<file path="src/rtl/lp_ctrl_pkg.sv">
// package: constants and types of the low power clock and link control block
package lp_ctrl_pkg;
  // apb register byte offsets
  localparam logic [7:0] CLOCK_MODE_OFS = 8'h00;
  localparam logic [7:0] CORE1_PWR_OFS = 8'h04;
  localparam logic [7:0] CORE2_PWR_OFS = 8'h08;
  localparam logic [7:0] LINK_CTRL_OFS = 8'h0c;
  localparam logic [7:0] STATUS_OFS = 8'h10;
  localparam logic [7:0] PENDING_OFS = 8'h14;
  // clock mode register fields
  localparam int HOST_MODE_LSB = 0;
  localparam int XTAL_FORCE_BIT = 2;
  // core power register fields
  localparam int PWR_DOWN_BIT = 0;
  localparam int PWR_UP_BIT = 1;
  // link control register fields
  localparam int LINK_EN_BIT = 0;
  localparam int WAKE_RESTART_BIT = 1;
  localparam int LINK_COLD_BIT = 2;
  localparam int LINK_WARM_BIT = 3;
  localparam int WAKE_SEEN_BIT = 4;
  // reset values
  localparam logic [2:0] CLOCK_MODE_RST = 3'h0;
  localparam logic [1:0] LINK_CTRL_RST = 2'h0;
  // host interface modes
  typedef enum logic [1:0] {
    HOST_PCI = 2'b00,
    HOST_CARDBUS = 2'b01,
    HOST_USB = 2'b10,
    HOST_SUBISA = 2'b11
  } host_mode_t;
  // link states
  typedef enum logic [2:0] {
    LINK_COLD = 3'b000,
    LINK_WARM = 3'b001,
    LINK_WAKE = 3'b010,
    LINK_IDLE = 3'b011,
    LINK_RUN = 3'b100
  } link_state_t;
  // core power states
  typedef enum logic [1:0] {
    CORE_RUN = 2'b00,
    CORE_HANDLER = 2'b01,
    CORE_DOWN = 2'b10
  } core_state_t;
  // timing: warm wake sync pulse
  localparam int CLK_MHZ = 125;
  localparam int WAKE_SYNC_NS = 1000;
  localparam int WAKE_SYNC_CYC = (WAKE_SYNC_NS * CLK_MHZ + 999) / 1000;
  // frame geometry: slot 12 bit 0 position in a 256 bit frame
  localparam int FRAME_BITS = 256;
  localparam int WAKE_BIT_POS = 16 + 12 * 20 - 1;
  // interrupt handler vector
  localparam logic [15:0] PWR_VECTOR = 16'h002c;
endpackage : lp_ctrl_pkg

</file>
<file path="src/rtl/pin_sync3.sv">
// module: three flop pin synchroniser with agreement filter
`timescale 1ns/1ns
`default_nettype none
module pin_sync3 (
  // clock and reset
  input wire logic core_clk,
  input wire logic arst_n,
  // pin in, filtered level out
  input wire logic pinIn,
  output logic pinOut
);
  // ****************************************
  // synchroniser stages
  // ****************************************
  typedef struct packed {
    logic s1;
    logic s2;
    logic s3;
    logic lvl;
  } sync_t;
  sync_t st_q, st_d;
  // next state: level only changes when stages two and three agree
  always_comb begin
    st_d = st_q;
    st_d.s1 = pinIn;
    st_d.s2 = st_q.s1;
    st_d.s3 = st_q.s2;
    if (st_q.s2 == st_q.s3) begin
      st_d.lvl = st_q.s3;
    end
  end
  // register
  always_ff @(posedge core_clk or negedge arst_n) begin
    if (!arst_n) begin
      st_q <= '0;
    end else begin
      st_q <= st_d;
    end
  end
  assign pinOut = st_q.lvl;
endmodule // pin_sync3
`default_nettype wire

</file>
<file path="src/rtl/lp_clock_link_ctrl.sv">
// module: low power clock gating decision, codec link sequencing, core powerdown
// Summary of operation
// - pci/cardbus: ignore clock when all down, no force
// - usb mode also needs usb suspended
// - sub-isa mode never ignores the clock
// - irqs during core powerdown latched, serviced later
// - cold state: reset asserted, bitclk and sync stopped
// - warm state: clocks stopped, reset deasserted
// - cold release starts bitclk, sync waits enable
// - bitclk running without sync is idle state
// - running link: wake is slot 12 bit 0
// - other states: wake is high data input
// - wake restarts link only when enabled
// - powerdown irq unmaskable, blocked by global disable
// - core stops clocks only at idle instruction
// - return before idle cancels the powerdown
// - powerdown handler starts at fixed vector
// - enable in warm: sync pulse one microsecond
// - powerdown/powerup request bits drive core handler
`timescale 1ns/1ns
`default_nettype none
module lp_clock_link_ctrl #(
  parameter int NUM_IRQ = 8
) (
  // clock and reset
  input wire logic core_clk,
  input wire logic arst_n,
  // apb slave
  input wire logic psel,
  input wire logic penable,
  input wire logic pwrite,
  input wire logic [7:0] paddr,
  input wire logic [31:0] pwdata,
  output logic [31:0] prdata,
  output logic pready,
  output logic pslverr,
  // host interface status
  input wire logic usbSuspended,
  // codec link pins
  input wire logic bitClkPin,
  input wire logic serialDataIn,
  output logic codecLinkResetN,
  output logic bitClkEnable,
  output logic frameSync,
  // core 1 sequencer handshake
  input wire logic core1IdleExec,
  input wire logic core1RtiExec,
  input wire logic core1IntsDisabled,
  output logic core1PwrIrq,
  output logic [15:0] core1PwrVector,
  output logic core1ClkStop,
  // core 2 sequencer handshake
  input wire logic core2IdleExec,
  input wire logic core2RtiExec,
  input wire logic core2IntsDisabled,
  output logic core2PwrIrq,
  output logic [15:0] core2PwrVector,
  output logic core2ClkStop,
  // peripheral interrupts to both cores
  input wire logic [NUM_IRQ-1:0] irqIn,
  input wire logic [1:0] irqAck,
  output logic [NUM_IRQ-1:0] core1IrqPend,
  output logic [NUM_IRQ-1:0] core2IrqPend,
  // clock gating result
  output logic extClkIgnore
);
  // ****************************************
  // state record
  // ****************************************
  typedef struct packed {
    logic [2:0] clkMode;                   // host mode and crystal force
    lp_ctrl_pkg::core_state_t [1:0] core;  // per core power state
    logic [1:0] pdReq;                     // pending powerdown requests
    logic [1:0] irqOut;                    // powerdown irq being signalled
    logic [1:0] linkCtl;                   // link enable, wake restart enable
    lp_ctrl_pkg::link_state_t link;        // link sequencer state
    logic [7:0] syncCnt;                   // wake sync pulse timer
    logic [7:0] bitCnt;                    // bit position in frame
    logic bitClkPrev;                      // previous filtered bitclk
    logic wakeSeen;                        // sticky wake flag
    logic [1:0][NUM_IRQ-1:0] pend;         // latched irqs per core
    logic ignore;                          // registered clock ignore
    logic [31:0] rdata;                    // read data
  } state_t;
  state_t st_q, st_d;

  // synchronised link pins
  logic bitClkSync;
  logic sdiSync;
  pin_sync3 uBitClkSync (
    .core_clk(core_clk),
    .arst_n(arst_n),
    .pinIn(bitClkPin),
    .pinOut(bitClkSync)
  );
  pin_sync3 uSdiSync (
    .core_clk(core_clk),
    .arst_n(arst_n),
    .pinIn(serialDataIn),
    .pinOut(sdiSync)
  );

  // apb strobes: zero wait state slave
  logic wrEn;
  logic rdEn;
  assign wrEn = psel & penable & pwrite;
  assign rdEn = psel & ~penable & ~pwrite;
  assign pready = 1'b1;
  assign pslverr = 1'b0;

  // per core handshake gathered into vectors
  logic [1:0] idleExec;
  logic [1:0] rtiExec;
  logic [1:0] intsDis;
  assign idleExec = {core2IdleExec, core1IdleExec};
  assign rtiExec = {core2RtiExec, core1RtiExec};
  assign intsDis = {core2IntsDisabled, core1IntsDisabled};

  // ****************************************
  // next state
  // ****************************************
  always_comb begin
    logic [31:0] w;
    logic bitRise;
    logic wake;
    logic allDown;
    logic [1:0] pdWr;
    logic [1:0] puWr;
    logic goCold;
    logic goWarm;
    w = pwdata;
    st_d = st_q;
    bitRise = bitClkSync & ~st_q.bitClkPrev;
    st_d.bitClkPrev = bitClkSync;
    pdWr = '0;
    puWr = '0;
    wake = 1'b0;
    allDown = 1'b0;
    goCold = 1'b0;
    goWarm = 1'b0;
    // register writes
    if (wrEn) begin
      unique case (paddr)
        lp_ctrl_pkg::CLOCK_MODE_OFS: st_d.clkMode = w[2:0];
        lp_ctrl_pkg::CORE1_PWR_OFS: begin
          pdWr[0] = w[lp_ctrl_pkg::PWR_DOWN_BIT];
          puWr[0] = w[lp_ctrl_pkg::PWR_UP_BIT];
        end
        lp_ctrl_pkg::CORE2_PWR_OFS: begin
          pdWr[1] = w[lp_ctrl_pkg::PWR_DOWN_BIT];
          puWr[1] = w[lp_ctrl_pkg::PWR_UP_BIT];
        end
        lp_ctrl_pkg::LINK_CTRL_OFS: begin
          st_d.linkCtl = w[1:0];
          // write one clears wake flag; a fresh wake below wins
          if (w[lp_ctrl_pkg::WAKE_SEEN_BIT]) begin
            st_d.wakeSeen = 1'b0;
          end
          // software power down of the link, applied after the sequencer
          goCold = w[lp_ctrl_pkg::LINK_COLD_BIT];
          goWarm = w[lp_ctrl_pkg::LINK_WARM_BIT];
        end
        default: ;
      endcase
    end
    // core power sequencing, one loop iteration per core
    for (int c = 0; c < 2; c++) begin
      // powerdown request stays pending until the irq can be taken
      if (pdWr[c]) begin
        st_d.pdReq[c] = 1'b1;
      end
      unique case (st_q.core[c])
        lp_ctrl_pkg::CORE_RUN: begin
          // unmaskable but held off by global disable
          if (st_q.pdReq[c] && !intsDis[c]) begin
            st_d.core[c] = lp_ctrl_pkg::CORE_HANDLER;
            st_d.pdReq[c] = pdWr[c];
            st_d.irqOut[c] = 1'b1;
          end
        end
        lp_ctrl_pkg::CORE_HANDLER: begin
          st_d.irqOut[c] = 1'b0;
          if (rtiExec[c]) begin
            st_d.core[c] = lp_ctrl_pkg::CORE_RUN;
          end else if (idleExec[c] && !puWr[c]) begin
            st_d.core[c] = lp_ctrl_pkg::CORE_DOWN;
          end
        end
        lp_ctrl_pkg::CORE_DOWN: begin
          // powerup releases the idle; handler then returns
          if (puWr[c]) begin
            st_d.core[c] = lp_ctrl_pkg::CORE_HANDLER;
          end
        end
        default: st_d.core[c] = lp_ctrl_pkg::CORE_RUN;
      endcase
      // irq latching: set wins over acknowledge
      st_d.pend[c] = (st_q.pend[c] & ~(irqAck[c] ? st_q.pend[c] : '0)) | irqIn;
    end
    // wake detection differs by link state
    if (st_q.link == lp_ctrl_pkg::LINK_RUN) begin
      wake = bitRise && (st_q.bitCnt == 8'(lp_ctrl_pkg::WAKE_BIT_POS)) && sdiSync;
    end else begin
      wake = sdiSync;
    end
    if (wake) begin
      st_d.wakeSeen = 1'b1;
    end
    // frame bit counter, advanced on bitclk rising edges
    if (st_q.link != lp_ctrl_pkg::LINK_RUN) begin
      st_d.bitCnt = '0;
    end else if (bitRise) begin
      st_d.bitCnt = (st_q.bitCnt == 8'(lp_ctrl_pkg::FRAME_BITS - 1)) ? 8'h00 : st_q.bitCnt + 8'h01;
    end
    // link sequencer
    unique case (st_q.link)
      lp_ctrl_pkg::LINK_COLD: begin
        if (st_q.linkCtl[0] || (wake && st_q.linkCtl[1])) begin
          st_d.link = lp_ctrl_pkg::LINK_IDLE;
        end
      end
      lp_ctrl_pkg::LINK_WARM: begin
        if (st_q.linkCtl[0] || (wake && st_q.linkCtl[1])) begin
          st_d.link = lp_ctrl_pkg::LINK_WAKE;
          st_d.syncCnt = 8'(lp_ctrl_pkg::WAKE_SYNC_CYC);
        end
      end
      lp_ctrl_pkg::LINK_WAKE: begin
        // sync held high for the wake interval
        if (st_q.syncCnt == 8'h01) begin
          st_d.link = lp_ctrl_pkg::LINK_IDLE;
        end
        st_d.syncCnt = st_q.syncCnt - 8'h01;
      end
      lp_ctrl_pkg::LINK_IDLE: begin
        // bitclk running, no sync until enabled
        if (st_q.linkCtl[0] && bitRise) begin
          st_d.link = lp_ctrl_pkg::LINK_RUN;
        end
      end
      lp_ctrl_pkg::LINK_RUN: ;
      default: st_d.link = lp_ctrl_pkg::LINK_COLD;
    endcase
    // software power down wins over a sequencer step in the same cycle,
    // otherwise a bitclk edge in idle could swallow the request
    if (goCold) begin
      st_d.link = lp_ctrl_pkg::LINK_COLD;
    end else if (goWarm) begin
      st_d.link = lp_ctrl_pkg::LINK_WARM;
    end
    // clock ignore, recomputed every cycle
    allDown = (st_q.core[0] == lp_ctrl_pkg::CORE_DOWN) &&
              (st_q.core[1] == lp_ctrl_pkg::CORE_DOWN) &&
              ((st_q.link == lp_ctrl_pkg::LINK_COLD) || (st_q.link == lp_ctrl_pkg::LINK_WARM)) &&
              !st_q.clkMode[lp_ctrl_pkg::XTAL_FORCE_BIT];
    unique case (lp_ctrl_pkg::host_mode_t'(st_q.clkMode[1:0]))
      lp_ctrl_pkg::HOST_PCI, lp_ctrl_pkg::HOST_CARDBUS: st_d.ignore = allDown;
      lp_ctrl_pkg::HOST_USB: st_d.ignore = allDown && usbSuspended;
      lp_ctrl_pkg::HOST_SUBISA: st_d.ignore = 1'b0;
    endcase
    // read data captured in setup phase
    if (rdEn) begin
      unique case (paddr)
        lp_ctrl_pkg::CLOCK_MODE_OFS: st_d.rdata = {29'h0, st_q.clkMode};
        lp_ctrl_pkg::CORE1_PWR_OFS:
          st_d.rdata = {30'h0, st_q.core[0] != lp_ctrl_pkg::CORE_RUN,
                        st_q.core[0] == lp_ctrl_pkg::CORE_DOWN};
        lp_ctrl_pkg::CORE2_PWR_OFS:
          st_d.rdata = {30'h0, st_q.core[1] != lp_ctrl_pkg::CORE_RUN,
                        st_q.core[1] == lp_ctrl_pkg::CORE_DOWN};
        lp_ctrl_pkg::LINK_CTRL_OFS: st_d.rdata = {27'h0, st_q.wakeSeen, 2'h0, st_q.linkCtl};
        lp_ctrl_pkg::STATUS_OFS: st_d.rdata = {28'h0, st_q.ignore, st_q.link};
        lp_ctrl_pkg::PENDING_OFS: st_d.rdata = 32'(st_q.pend);
        default: st_d.rdata = 32'h0;
      endcase
    end
  end

  // ****************************************
  // state register
  // ****************************************
  always_ff @(posedge core_clk or negedge arst_n) begin
    if (!arst_n) begin
      st_q <= '0;
    end else begin
      st_q <= st_d;
    end
  end

  // ****************************************
  // outputs
  // ****************************************
  assign prdata = st_q.rdata;
  assign codecLinkResetN = (st_q.link != lp_ctrl_pkg::LINK_COLD);
  assign bitClkEnable = (st_q.link == lp_ctrl_pkg::LINK_IDLE) ||
                        (st_q.link == lp_ctrl_pkg::LINK_RUN);
  assign frameSync = (st_q.link == lp_ctrl_pkg::LINK_WAKE) ||
                     ((st_q.link == lp_ctrl_pkg::LINK_RUN) && (st_q.bitCnt < 8'h10));
  assign core1PwrIrq = st_q.irqOut[0];
  assign core2PwrIrq = st_q.irqOut[1];
  assign core1PwrVector = lp_ctrl_pkg::PWR_VECTOR;
  assign core2PwrVector = lp_ctrl_pkg::PWR_VECTOR;
  assign core1ClkStop = (st_q.core[0] == lp_ctrl_pkg::CORE_DOWN);
  assign core2ClkStop = (st_q.core[1] == lp_ctrl_pkg::CORE_DOWN);
  assign core1IrqPend = st_q.pend[0];
  assign core2IrqPend = st_q.pend[1];
  assign extClkIgnore = st_q.ignore;
endmodule // lp_clock_link_ctrl
`default_nettype wire

</file>
<file path="config.mk">
export PLATFORM = sky130hd
export DESIGN_NAME = lp_clock_link_ctrl
export DESIGN_NICKNAME = d
export VERILOG_FILES = /design/src/rtl/lp_ctrl_pkg.sv /design/src/rtl/pin_sync3.sv /design/src/rtl/lp_clock_link_ctrl.sv
export SDC_FILE = /design/constraint.sdc
export NUM_CORES = 1
export LEC_CHECK = 0
export ABC_CLOCK_PERIOD_IN_PS = 1700
export BUFFER_PORTS_ARGS = -buffer_cell sky130_fd_sc_hd__buf_2
export CAP_MARGIN = 40
export CORE_MARGIN = 8
export CORE_UTILIZATION = 44
export CTS_CLUSTER_SIZE = 10
export DETAILED_ROUTE_END_ITERATION = 10
export PLACE_DENSITY = 0.76
export REMOVE_ABC_BUFFERS = 1
export SYNTH_ARGS = -nofsm -noshare
export SYNTH_HDL_FRONTEND = slang
export SYNTH_HIERARCHICAL = 1
export SYNTH_SLANG_ARGS = --single-unit
</file>
<file path="constraint.sdc">
create_clock -name core_clk -period 1.7 [get_ports core_clk]
set_input_delay 0.34 -clock core_clk [delete_from_list [all_inputs] [get_ports core_clk]]
set_output_delay 0.34 -clock core_clk [all_outputs]
set_load 0.02 [all_outputs]
</file>
==> results of run 1 <==
==> stage by stage <==
step,setup TNS [ns],cell area (um^2),total power [mW],util [%],instances
2_1_floorplan,-3.92,3510,2.71,-,346
3_3_place_gp,-2.43,4320,3.13,47.7,570
3_5_place_dp,-2.66,4320,3.17,47.7,570
4_1_cts,-0.397,4530,4.51,50.0,586
5_1_grt,-0.473,4580,4.78,50.6,589
6_report,-0.342,4580,4.52,50.6,589
==> registers in the layout, indices dropped and copies added (netlist names) <==
name and flops:
core1IrqPend 8, uSdiSync/st_d 2, core1PwrIrq 1, uBitClkSync/pinOut 1
uSdiSync/pinOut 1, prdata 16, uBitClkSync/st_q 1, extClkIgnore 1
uSdiSync/st_q 1, core2PwrIrq 1, st_q 32, core2IrqPend 8
uBitClkSync/st_d 2
==> worst max path at each step <==
stage	end	slack, ns
floorplan	prdata[4]	-0.29
global placement	st_q[82]	-0.23
detailed placement	st_q[80]	-0.25
CTS	frameSync	-0.24
global route	frameSync	-0.28
finish	frameSync	-0.21
==> area by class of cell <==
cell class / count / area share [%]
sequential: 75 / 41.0
multi-input combinational: 261 / 35.7
timing repair buffer: 115 / 15.4
tap: 111 / 3.03
clock buffer: 9 / 2.70
clock inverter: 7 / 1.34
inverter: 10 / 0.819
antenna: 1 / 0.0546
==> cell usage in the layout (no fill, tap or decap), drive strengths merged, types with 4 or more instances in the layout <==
cell and count:
buf 114, dfrtp 75, conb 50, nor2 23, a21o 17, nand2 16, a22o 13, inv 13
a21oi 12, nand3 12, o21ai 11, nor4 10, clkbuf 9, o31ai 8, xor2 7, nor3 7
nor2b 6, nand2b 5, mux2 5, nand4 5, or3b 5, nand3b 4, mux2i 4, and3 4
or3 4
==> routing by layer <==
layer  track usage [%]  vias up
met5                 0        -
met4              4.19        0
met3              6.87       13
met2              24.7      117
met1              17.2     1423
li1                  -     1407
==> worst register-to-register path, cell delays in order, from the launching register on <==
cell and delay [ns]:
dfrtp_1 0.43, or3b_4 0.41, buf_4 0.19, o21bai_1 0.19
a22o_1 0.24
==> power groups by stage <==
stage	logic [mW]	clock network [mW]	registers [mW]
finish	1.12	1.30	2.11
global route	1.23	1.42	2.14
CTS	1.07	1.34	2.10
detailed placement	1.03	0	2.14
global placement	1.00	0	2.12
floorplan	0.561	0	2.15
==> timing repair <==
item / in CTS / in global routing
pin swaps: 0 / 1
buffers inserted: 0 / 1
hold endpoints to repair: 0 / 2
endpoints found under the setup margin: 5 / 6
hold buffers: 0 / 1
resized for setup: 11 / 8
gates cloned: 0 / 0
==> cells by family after synthesis <==
logic type                 count (synthesis)  share of synthesized area (%)
DFF                                       75                           46.7
buffers and inverters                    104                           18.0
xor gates and xnor gates                  10                           2.18
and+or+nand+nor                          112                           15.9
AOI/OAI and AO/OA                         75                           13.1
muxes                                      9                           2.40
other                                      2                          0.187
adders and majority gates                  5                           1.50
==> results.cfg, run 1 <==
[global_routing]
grt_max_degree = 76
grt_pass1_vias = 3048
antenna_found_initial = 1
grt_pass1_wl_mm = 15.3
grt_usage_pct = 15.0
overflow = 0

[synthesis]
ys_async_sr_fraction_pct = 100
synth.yosys.seq_area_share_pct = 46.7
syn_area_per_cell_um2 = 10.2
ys_top_cells_by_count = buf_4, dfrtp_1, nor2_1
yosysMostFrequentCell = buf_4
yosysWarnings = 6
synth_area_leaders = dfrtp_1, buf_4, a21o_1
synth-main-ff-cell = dfrtp_1
synthCells = 392
netlist_area_um2 = 4020
synth_seq_cells = 75
synth_edf_count = 0
synth_cell_types = 50
yosysTopAreaCell = dfrtp_1
yosysTopAreaCellShare_pct = 46.7

[worst_setup_path]
crit_path_start_kind = flip-flop
regToRegSetupSlack_ns = 0.13
worstPathArrival_ns = 1.57
crit_family = simple AND/OR/NAND/NOR gates
slowest_delay_ns = 0.53
cp.depth = 3
reg2reg_from = st_q[67]
reg2reg_to = st_q[49]
crit_required_ns = 1.36
critical_path_class = flip-flop to output pin
worst_r2r_path_depth = 4
path_buf_inv = 1
cp_slowest_cell = or4_4
cp_cell_sequence = or4_4 -> o21ai_2 -> buf_6
startpoint = st_q[55]
crit_path_max_fanout = 2
cp-end-kind = output pin

[timing]
rsz0062_at_grt = yes
finalHoldViolations = 0
hold_slack_ns = 0.0907
final.min_clock_period_ns = 1.91
final_max_slew_viol_count = 0
setup_violations = 2
timing.fmax_mhz = 524
setup_slack_ns = -0.209
post-route-period-util_pct = 112
finClkSkew_ns = 0.00945

[pwr]
ir_drop_mv = 0.641
clock_power_share_pct = 28.8
combPwrFrac_pct = 24.7
swShare_pct = 34.3
p_sw_mw = 1.55
p_int_mw = 2.97
p_per_area_nw_per_um2 = 987
leakage_nw = 2.32
p_seq_share_pct = 46.6

[floorplanning]
dieWidth_um = 112
row_count = 35
ioPinCount = 154
start_util_pct = 44.3
design.die.area_um2 = 12400
coreArea_um2 = 9060
die_h_um = 112

[route]
route.vias.total = 2960
post-route-drc-count = 0
viasPerCell = 5.03
dr.pass1.iters = 4
routedWlPerCell_um = 15.6
wirelength_met1_mm = 3.83
met2_length_mm = 4.43
drt_wl_total_mm = 9.17
top_layer = met4
drt_iter0_drc = 141
route.met3.wl_um = 763
ant_nets = 0

[clock_network]
worst_skew_pair.late_latency_ns = 0.36
clkSinkCount = 75
clock_path_buffers = 2
cts_tree = yes
cts-root-buf = clkbuf_8
cts_max_level = 3
clk_pin_slew_ns = 0.08
cts_inserted_buffers = 9

[cells_and_area]
drive_above_1_share_pct = 32.7
regArea_um2 = 1880
nFillCells = 810
nNetsFinal = 539
multi_input_area_um2 = 1640
area_delta_synth_final_pct = 14.1

[worst_hold_path]
hold_path.class = primary input to flip-flop
hold-path-endpoint = uSdiSync/st_d[2]
hold_start = serialDataIn
min_path_cells = 1

[placed_design]
dp_slack_ns = -0.247
finalWeightedCongestion = 0.881
dp.final_hpwl_mm = 7.01
port_buffers = 76

[status]
violations = negative setup slack
status = complete, but fails checks

[job]
drv_cap = 0
Note: power is estimated with default switching activity, not from simulation.
==> run 2: changes to the inputs <==
--- a/config.mk
+++ b/config.mk
@@ -10,6 +10,7 @@
 export CAP_MARGIN = 40
 export CORE_MARGIN = 8
 export CORE_UTILIZATION = 44
+export CTS_BUF_LIST = sky130_fd_sc_hd__clkbuf_4
 export CTS_CLUSTER_SIZE = 10
 export DETAILED_ROUTE_END_ITERATION = 10
 export PLACE_DENSITY = 0.76
==> results.cfg, run 2 (synthesized netlist as in run 1, its figures left out) <==
[route]
route.vias.total = 3007
viasPerCell = 5.03
routedWlPerCell_um = 15.9
ant_nets = 0
post-route-drc-count = 0
drt_iter0_drc = 123
dr.pass1.iters = 5
drt_wl_total_mm = 9.49

[pwr]
leakage_nw = 2.35
p_seq_share_pct = 46.9
ir_drop_mv = 0.619
p_sw_mw = 1.63
clock_power_share_pct = 23.0
p_per_area_nw_per_um2 = 968
p_int_mw = 2.90
swShare_pct = 35.9
combPwrFrac_pct = 30.1

[timing]
timing.fmax_mhz = 502
rsz0062_at_grt = yes
setup_violations = 3
final_max_slew_viol_count = 0
fin_setup_tns_ns = -0.487
setup_slack_ns = -0.291
finalHoldViolations = 0
post-route-period-util_pct = 117
finClkSkew_ns = 0.0128
final.min_clock_period_ns = 1.99

[cells_and_area]
nNetsFinal = 547
mostFrequentLayoutCell = dfrtp_1
fin_cells = 598
largest_register = st_q
nFillCells = 801
final_cell_mix = dfrtp_1, buf_2, conb_1
largest_reg_flops = 32
drive_above_1_share_pct = 35.1
design_area_um2 = 4680
utilization_pct = 51.7
area_delta_synth_final_pct = 16.6

[global_routing]
met1_usage_pct = 17.5
grt_pass1_wl_mm = 15.6
globalRouteMet2Util_pct = 25.2
grt_pass1_vias = 3082
busiest_layer = met2
use_met3_pct = 6.17
antenna_found_initial = 2
grt_usage_pct = 15.1
grt_max_degree = 76
overflow = 0

[worst_setup_path]
critPathCapture = frameSync
worst_r2r_path_depth = 7
reg2reg_to = st_q[63]
crit_path_max_fanout = 2
crit_path_start_kind = flip-flop
startpoint = st_q[55]
critical_path_class = flip-flop to output pin
cp-end-kind = output pin
crit_required_ns = 1.36
worstPathArrival_ns = 1.65
regToRegSetupSlack_ns = -0.02
reg2reg_from = st_q[67]

[placed_design]
placed_area_um2 = 4320
dp_slack_ns = -0.247
port_buffers = 76
dp.final_hpwl_mm = 7.01
finalWeightedCongestion = 0.881
dp.cells = 570

[floorplanning]
die_h_um = 112
design.die.area_um2 = 12400
start_util_pct = 44.3
ioPinCount = 154
row_count = 35
dieWidth_um = 112
coreArea_um2 = 9060

[status]
status = complete, but fails checks
violations = negative setup slack

[clock_network]
cts_tree = yes
cts_inserted_buffers = 9
clk_pin_slew_ns = 0.15
clkSinkCount = 75
clock_path_buffers = 2
worst_skew_pair.late_latency_ns = 0.43
cts-root-buf = clkbuf_4
cts_max_level = 3

[worst_hold_path]
hold_path.class = primary input to flip-flop

[job]
drv_cap = 0
## run 2: how the worst min path moves through the flow
stage / from / endpoint / slack [ns] / depth (start not counted)
2_1_floorplan: arst_n / core1IrqPend[0] / 0.04 / 0
3_3_place_gp: uBitClkSync/st_d[2] / uBitClkSync/st_d[1] / 0.35 / 0
3_5_place_dp: uBitClkSync/st_d[2] / uBitClkSync/st_d[1] / 0.34 / 0
4_1_cts: irqIn[4] / core2IrqPend[4] / 0.06 / 2
5_1_grt: irqIn[6] / core2IrqPend[6] / 0.07 / 2
6_report: irqIn[4] / core2IrqPend[4] / 0.09 / 2
## run 2: area by class of cell
cell class / count / area (um^2) / share of cell area [%]
antenna: 2 / 5.00 / 0.107
clock buffer: 9 / 67.6 / 1.44
clock inverter: 7 / 61.3 / 1.31
inverter: 10 / 42.5 / 0.908
multi-input combinational: 261 / 1700 / 36.2
sequential: 75 / 1880 / 40.1
tap: 111 / 139 / 2.96
timing repair buffer: 123 / 793 / 16.9
## run 2: per-stage QoR
step | total power, mW | hold WS [ns]
floorplan | 2.71 | 0.0444
global placement | 3.13 | 0.351
detailed placement | 3.17 | 0.342
CTS | 4.33 | 0.0643
global route | 4.79 | 0.0653
finish | 4.53 | 0.0858
## run 2: power by group through the flow
stage          clock, mW  sequential (mW)  combinational, mW
6_report            1.04             2.13               1.36
5_1_grt             1.15             2.15               1.49
4_1_cts             1.07             2.11               1.15
3_5_place_dp           0             2.14               1.03
3_3_place_gp           0             2.12               1.00
2_1_floorplan          0             2.15              0.561
## run 2: worst max-delay path: stages (launching register included)
cell     delay [ns]
dfrtp_1        0.40
or4_4          0.53
o21ai_2        0.16
buf_6          0.14
## run 2: routing by layer
layer / wire [um] / vias up
met5: 0 / -
met4: 114 / 0
met1: 3960 / 1454
met2: 4700 / 112
met3: 716 / 10
li1: - / 1431
## run 2: timing repair
action / CTS / global route
hold buffers: 3 / 0
endpoints found under the setup margin: 5 / 8
setup buffers: 4 / 4
cloned: 0 / 0
pin swaps: 1 / 2
gates resized for setup: 19 / 24
endpoints found under the hold margin: 77 / 0
==> run 3: changes to the inputs <==
--- a/config.mk
+++ b/config.mk
@@ -6,7 +6,7 @@
 export NUM_CORES = 1
 export LEC_CHECK = 0
 export ABC_CLOCK_PERIOD_IN_PS = 1700
-export BUFFER_PORTS_ARGS = -buffer_cell sky130_fd_sc_hd__buf_2
+export BUFFER_PORTS_ARGS = -buffer_cell sky130_fd_sc_hd__clkbuf_2
 export CAP_MARGIN = 40
 export CORE_MARGIN = 8
 export CORE_UTILIZATION = 44
@@ -14,7 +14,6 @@
 export CTS_CLUSTER_SIZE = 10
 export DETAILED_ROUTE_END_ITERATION = 10
 export PLACE_DENSITY = 0.76
-export REMOVE_ABC_BUFFERS = 1
 export SYNTH_ARGS = -nofsm -noshare
 export SYNTH_HDL_FRONTEND = slang
 export SYNTH_HIERARCHICAL = 1
==> results.cfg, run 3 (synthesized netlist as in run 1, its figures left out) <==
[status]
status = complete, but fails checks
violations = negative setup slack

[cells_and_area]
area_delta_synth_final_pct = 14.8
drive_above_1_share_pct = 32.6
nFillCells = 847
utilization_pct = 50.9
largest_reg_flops = 32
mostFrequentLayoutCell = dfrtp_1
diodes = 0
design_area_um2 = 4610
largest_register = st_q
nNetsFinal = 543
final_cell_mix = dfrtp_1, clkbuf_2, conb_1

[timing]
rsz0062_at_grt = yes
hold_slack_ns = 0.108
timing.fmax_mhz = 513
final.min_clock_period_ns = 1.95
post-route-period-util_pct = 115
final_max_slew_viol_count = 0
setup_violations = 3
finalHoldViolations = 0
setup_slack_ns = -0.250
finClkSkew_ns = 0.0133
fin_setup_tns_ns = -0.464

[worst_setup_path]
cp_slowest_cell = or4_1
worstPathArrival_ns = 1.61
crit_path_start_kind = flip-flop
regToRegSetupSlack_ns = 0.12
critPathCapture = frameSync
crit_required_ns = 1.36
reg2reg_from = st_q[68]
crit_path_max_fanout = 2
reg2reg_to = st_q[49]
worst_r2r_path_depth = 4
startpoint = st_q[56]
slowest_delay_ns = 0.50
critical_path_class = flip-flop to output pin
cp_cell_sequence = or4_1 -> o21ai_1 -> buf_4
cp-end-kind = output pin

[route]
post-route-drc-count = 0
drt_wl_total_mm = 9.03
drt_iter0_drc = 129
routedWlPerCell_um = 15.2
dr.pass1.iters = 4
ant_nets = 0
route.vias.total = 2979
viasPerCell = 5.03

[clock_network]
cts-root-buf = clkbuf_4
worst_skew_pair.late_latency_ns = 0.41
cts_inserted_buffers = 9
cts_max_level = 3
clkSinkCount = 75
cts_tree = yes
clk_pin_slew_ns = 0.14
clock_path_buffers = 2

[global_routing]
antenna_found_initial = 0
overflow = 0
grt_pass1_wl_mm = 15.2
grt_max_degree = 76
grt_pass1_vias = 3145
grt_usage_pct = 15.0

[floorplanning]
die_h_um = 112
dieWidth_um = 112
design.die.area_um2 = 12400
coreArea_um2 = 9060
row_count = 35
start_util_pct = 44.3
ioPinCount = 154

[placed_design]
port_buffers = 76
finalWeightedCongestion = 0.801
dp.final_hpwl_mm = 7.00
placed_area_um2 = 4310

[job]
drv_cap = 0

[pwr]
p_per_area_nw_per_um2 = 985
leakage_nw = 2.33
ir_drop_mv = 0.492

[worst_hold_path]
hold_path.class = primary input to flip-flop
## run 3: cell types whose count changed in the layout (fill, tap and decap cells not counted), moves of 2 or more
cell and delta:
clkbuf_2 +72, buf_2 -71, bufinv_16 +2, buf_4 -2, diode_2 -2, nor2b_4 -2
clkinv_4 -2, inv_8 -2, buf_6 -5
## run 3: stage by stage
step           std cells  power [mW]  setup slack [ns]
2_1_floorplan        440        2.89            -0.178
3_3_place_gp         567        3.11            -0.222
3_5_place_dp         567        3.15            -0.243
4_1_cts              589        4.56            -0.315
5_1_grt              592        4.81            -0.339
6_report             592        4.54            -0.250
## run 3: cell type report
| type | instances | area, um^2 | area share (%) |
|---|---|---|---|
| Clock buffer | 9 | 67.6 | 1.47 |
| Clock inverter | 7 | 98.8 | 2.14 |
| Inverter | 10 | 37.5 | 0.814 |
| Multi-Input combinational cell | 261 | 1640 | 35.5 |
| Sequential cell | 75 | 1880 | 40.7 |
| Tap cell | 111 | 139 | 3.01 |
| Timing Repair Buffer | 119 | 756 | 16.4 |
## run 3: worst max-delay path: cells and delay by family, from the launching register on
kind / cells / cell delay, ns
buffers and inverters: 1 / 0.16
AND/OR/NAND/NOR: 1 / 0.50
flip-flops: 1 / 0.41
AO/OA/AOI/OAI: 1 / 0.13
## run 3: worst min path at each step
| stage | from | end | slack (ns) | cells past startpoint |
|---|---|---|---|---|
| after floorplan | arst_n | core1IrqPend[0] | 0.04 | 0 |
| after global placement | uBitClkSync/st_d[2] | uBitClkSync/st_d[1] | 0.33 | 0 |
| after detailed placement | uBitClkSync/st_d[2] | uBitClkSync/st_d[1] | 0.34 | 0 |
| after CTS | irqIn[5] | core2IrqPend[5] | 0.07 | 2 |
| after global routing | irqIn[1] | core1IrqPend[1] | 0.08 | 2 |
| final | irqIn[5] | core1IrqPend[5] | 0.11 | 2 |
## run 3: per-layer routing
layer / up-vias / share of wire, % / global-route usage [%]
li1: 1419 / - / -
met5: - / 0 / 0
met4: 0 / 1.5 / 7.02
met3: 9 / 6.4 / 4.71
met1: 1468 / 40 / 16.8
met2: 83 / 52 / 25.7
## run 3: repair_timing
| action | 4_1_cts | 5_1_grt |
|---|---|---|
| setup buffers | 4 | 4 |
| pin swaps | 1 | 1 |
| hold endpoints to repair | 77 | 0 |
| hold buffers | 3 | 0 |
| gates resized for setup | 13 | 7 |
| endpoints found under the setup margin | 4 | 6 |
## run 3: report_power, final
part | internal, mW | total (mW) | leakage, nW | switching, mW
sequential | 1.94 | 2.11 | 0.951 | 0.169
clock | 0.609 | 1.28 | 0.0873 | 0.668
combinational | 0.509 | 1.15 | 1.30 | 0.644
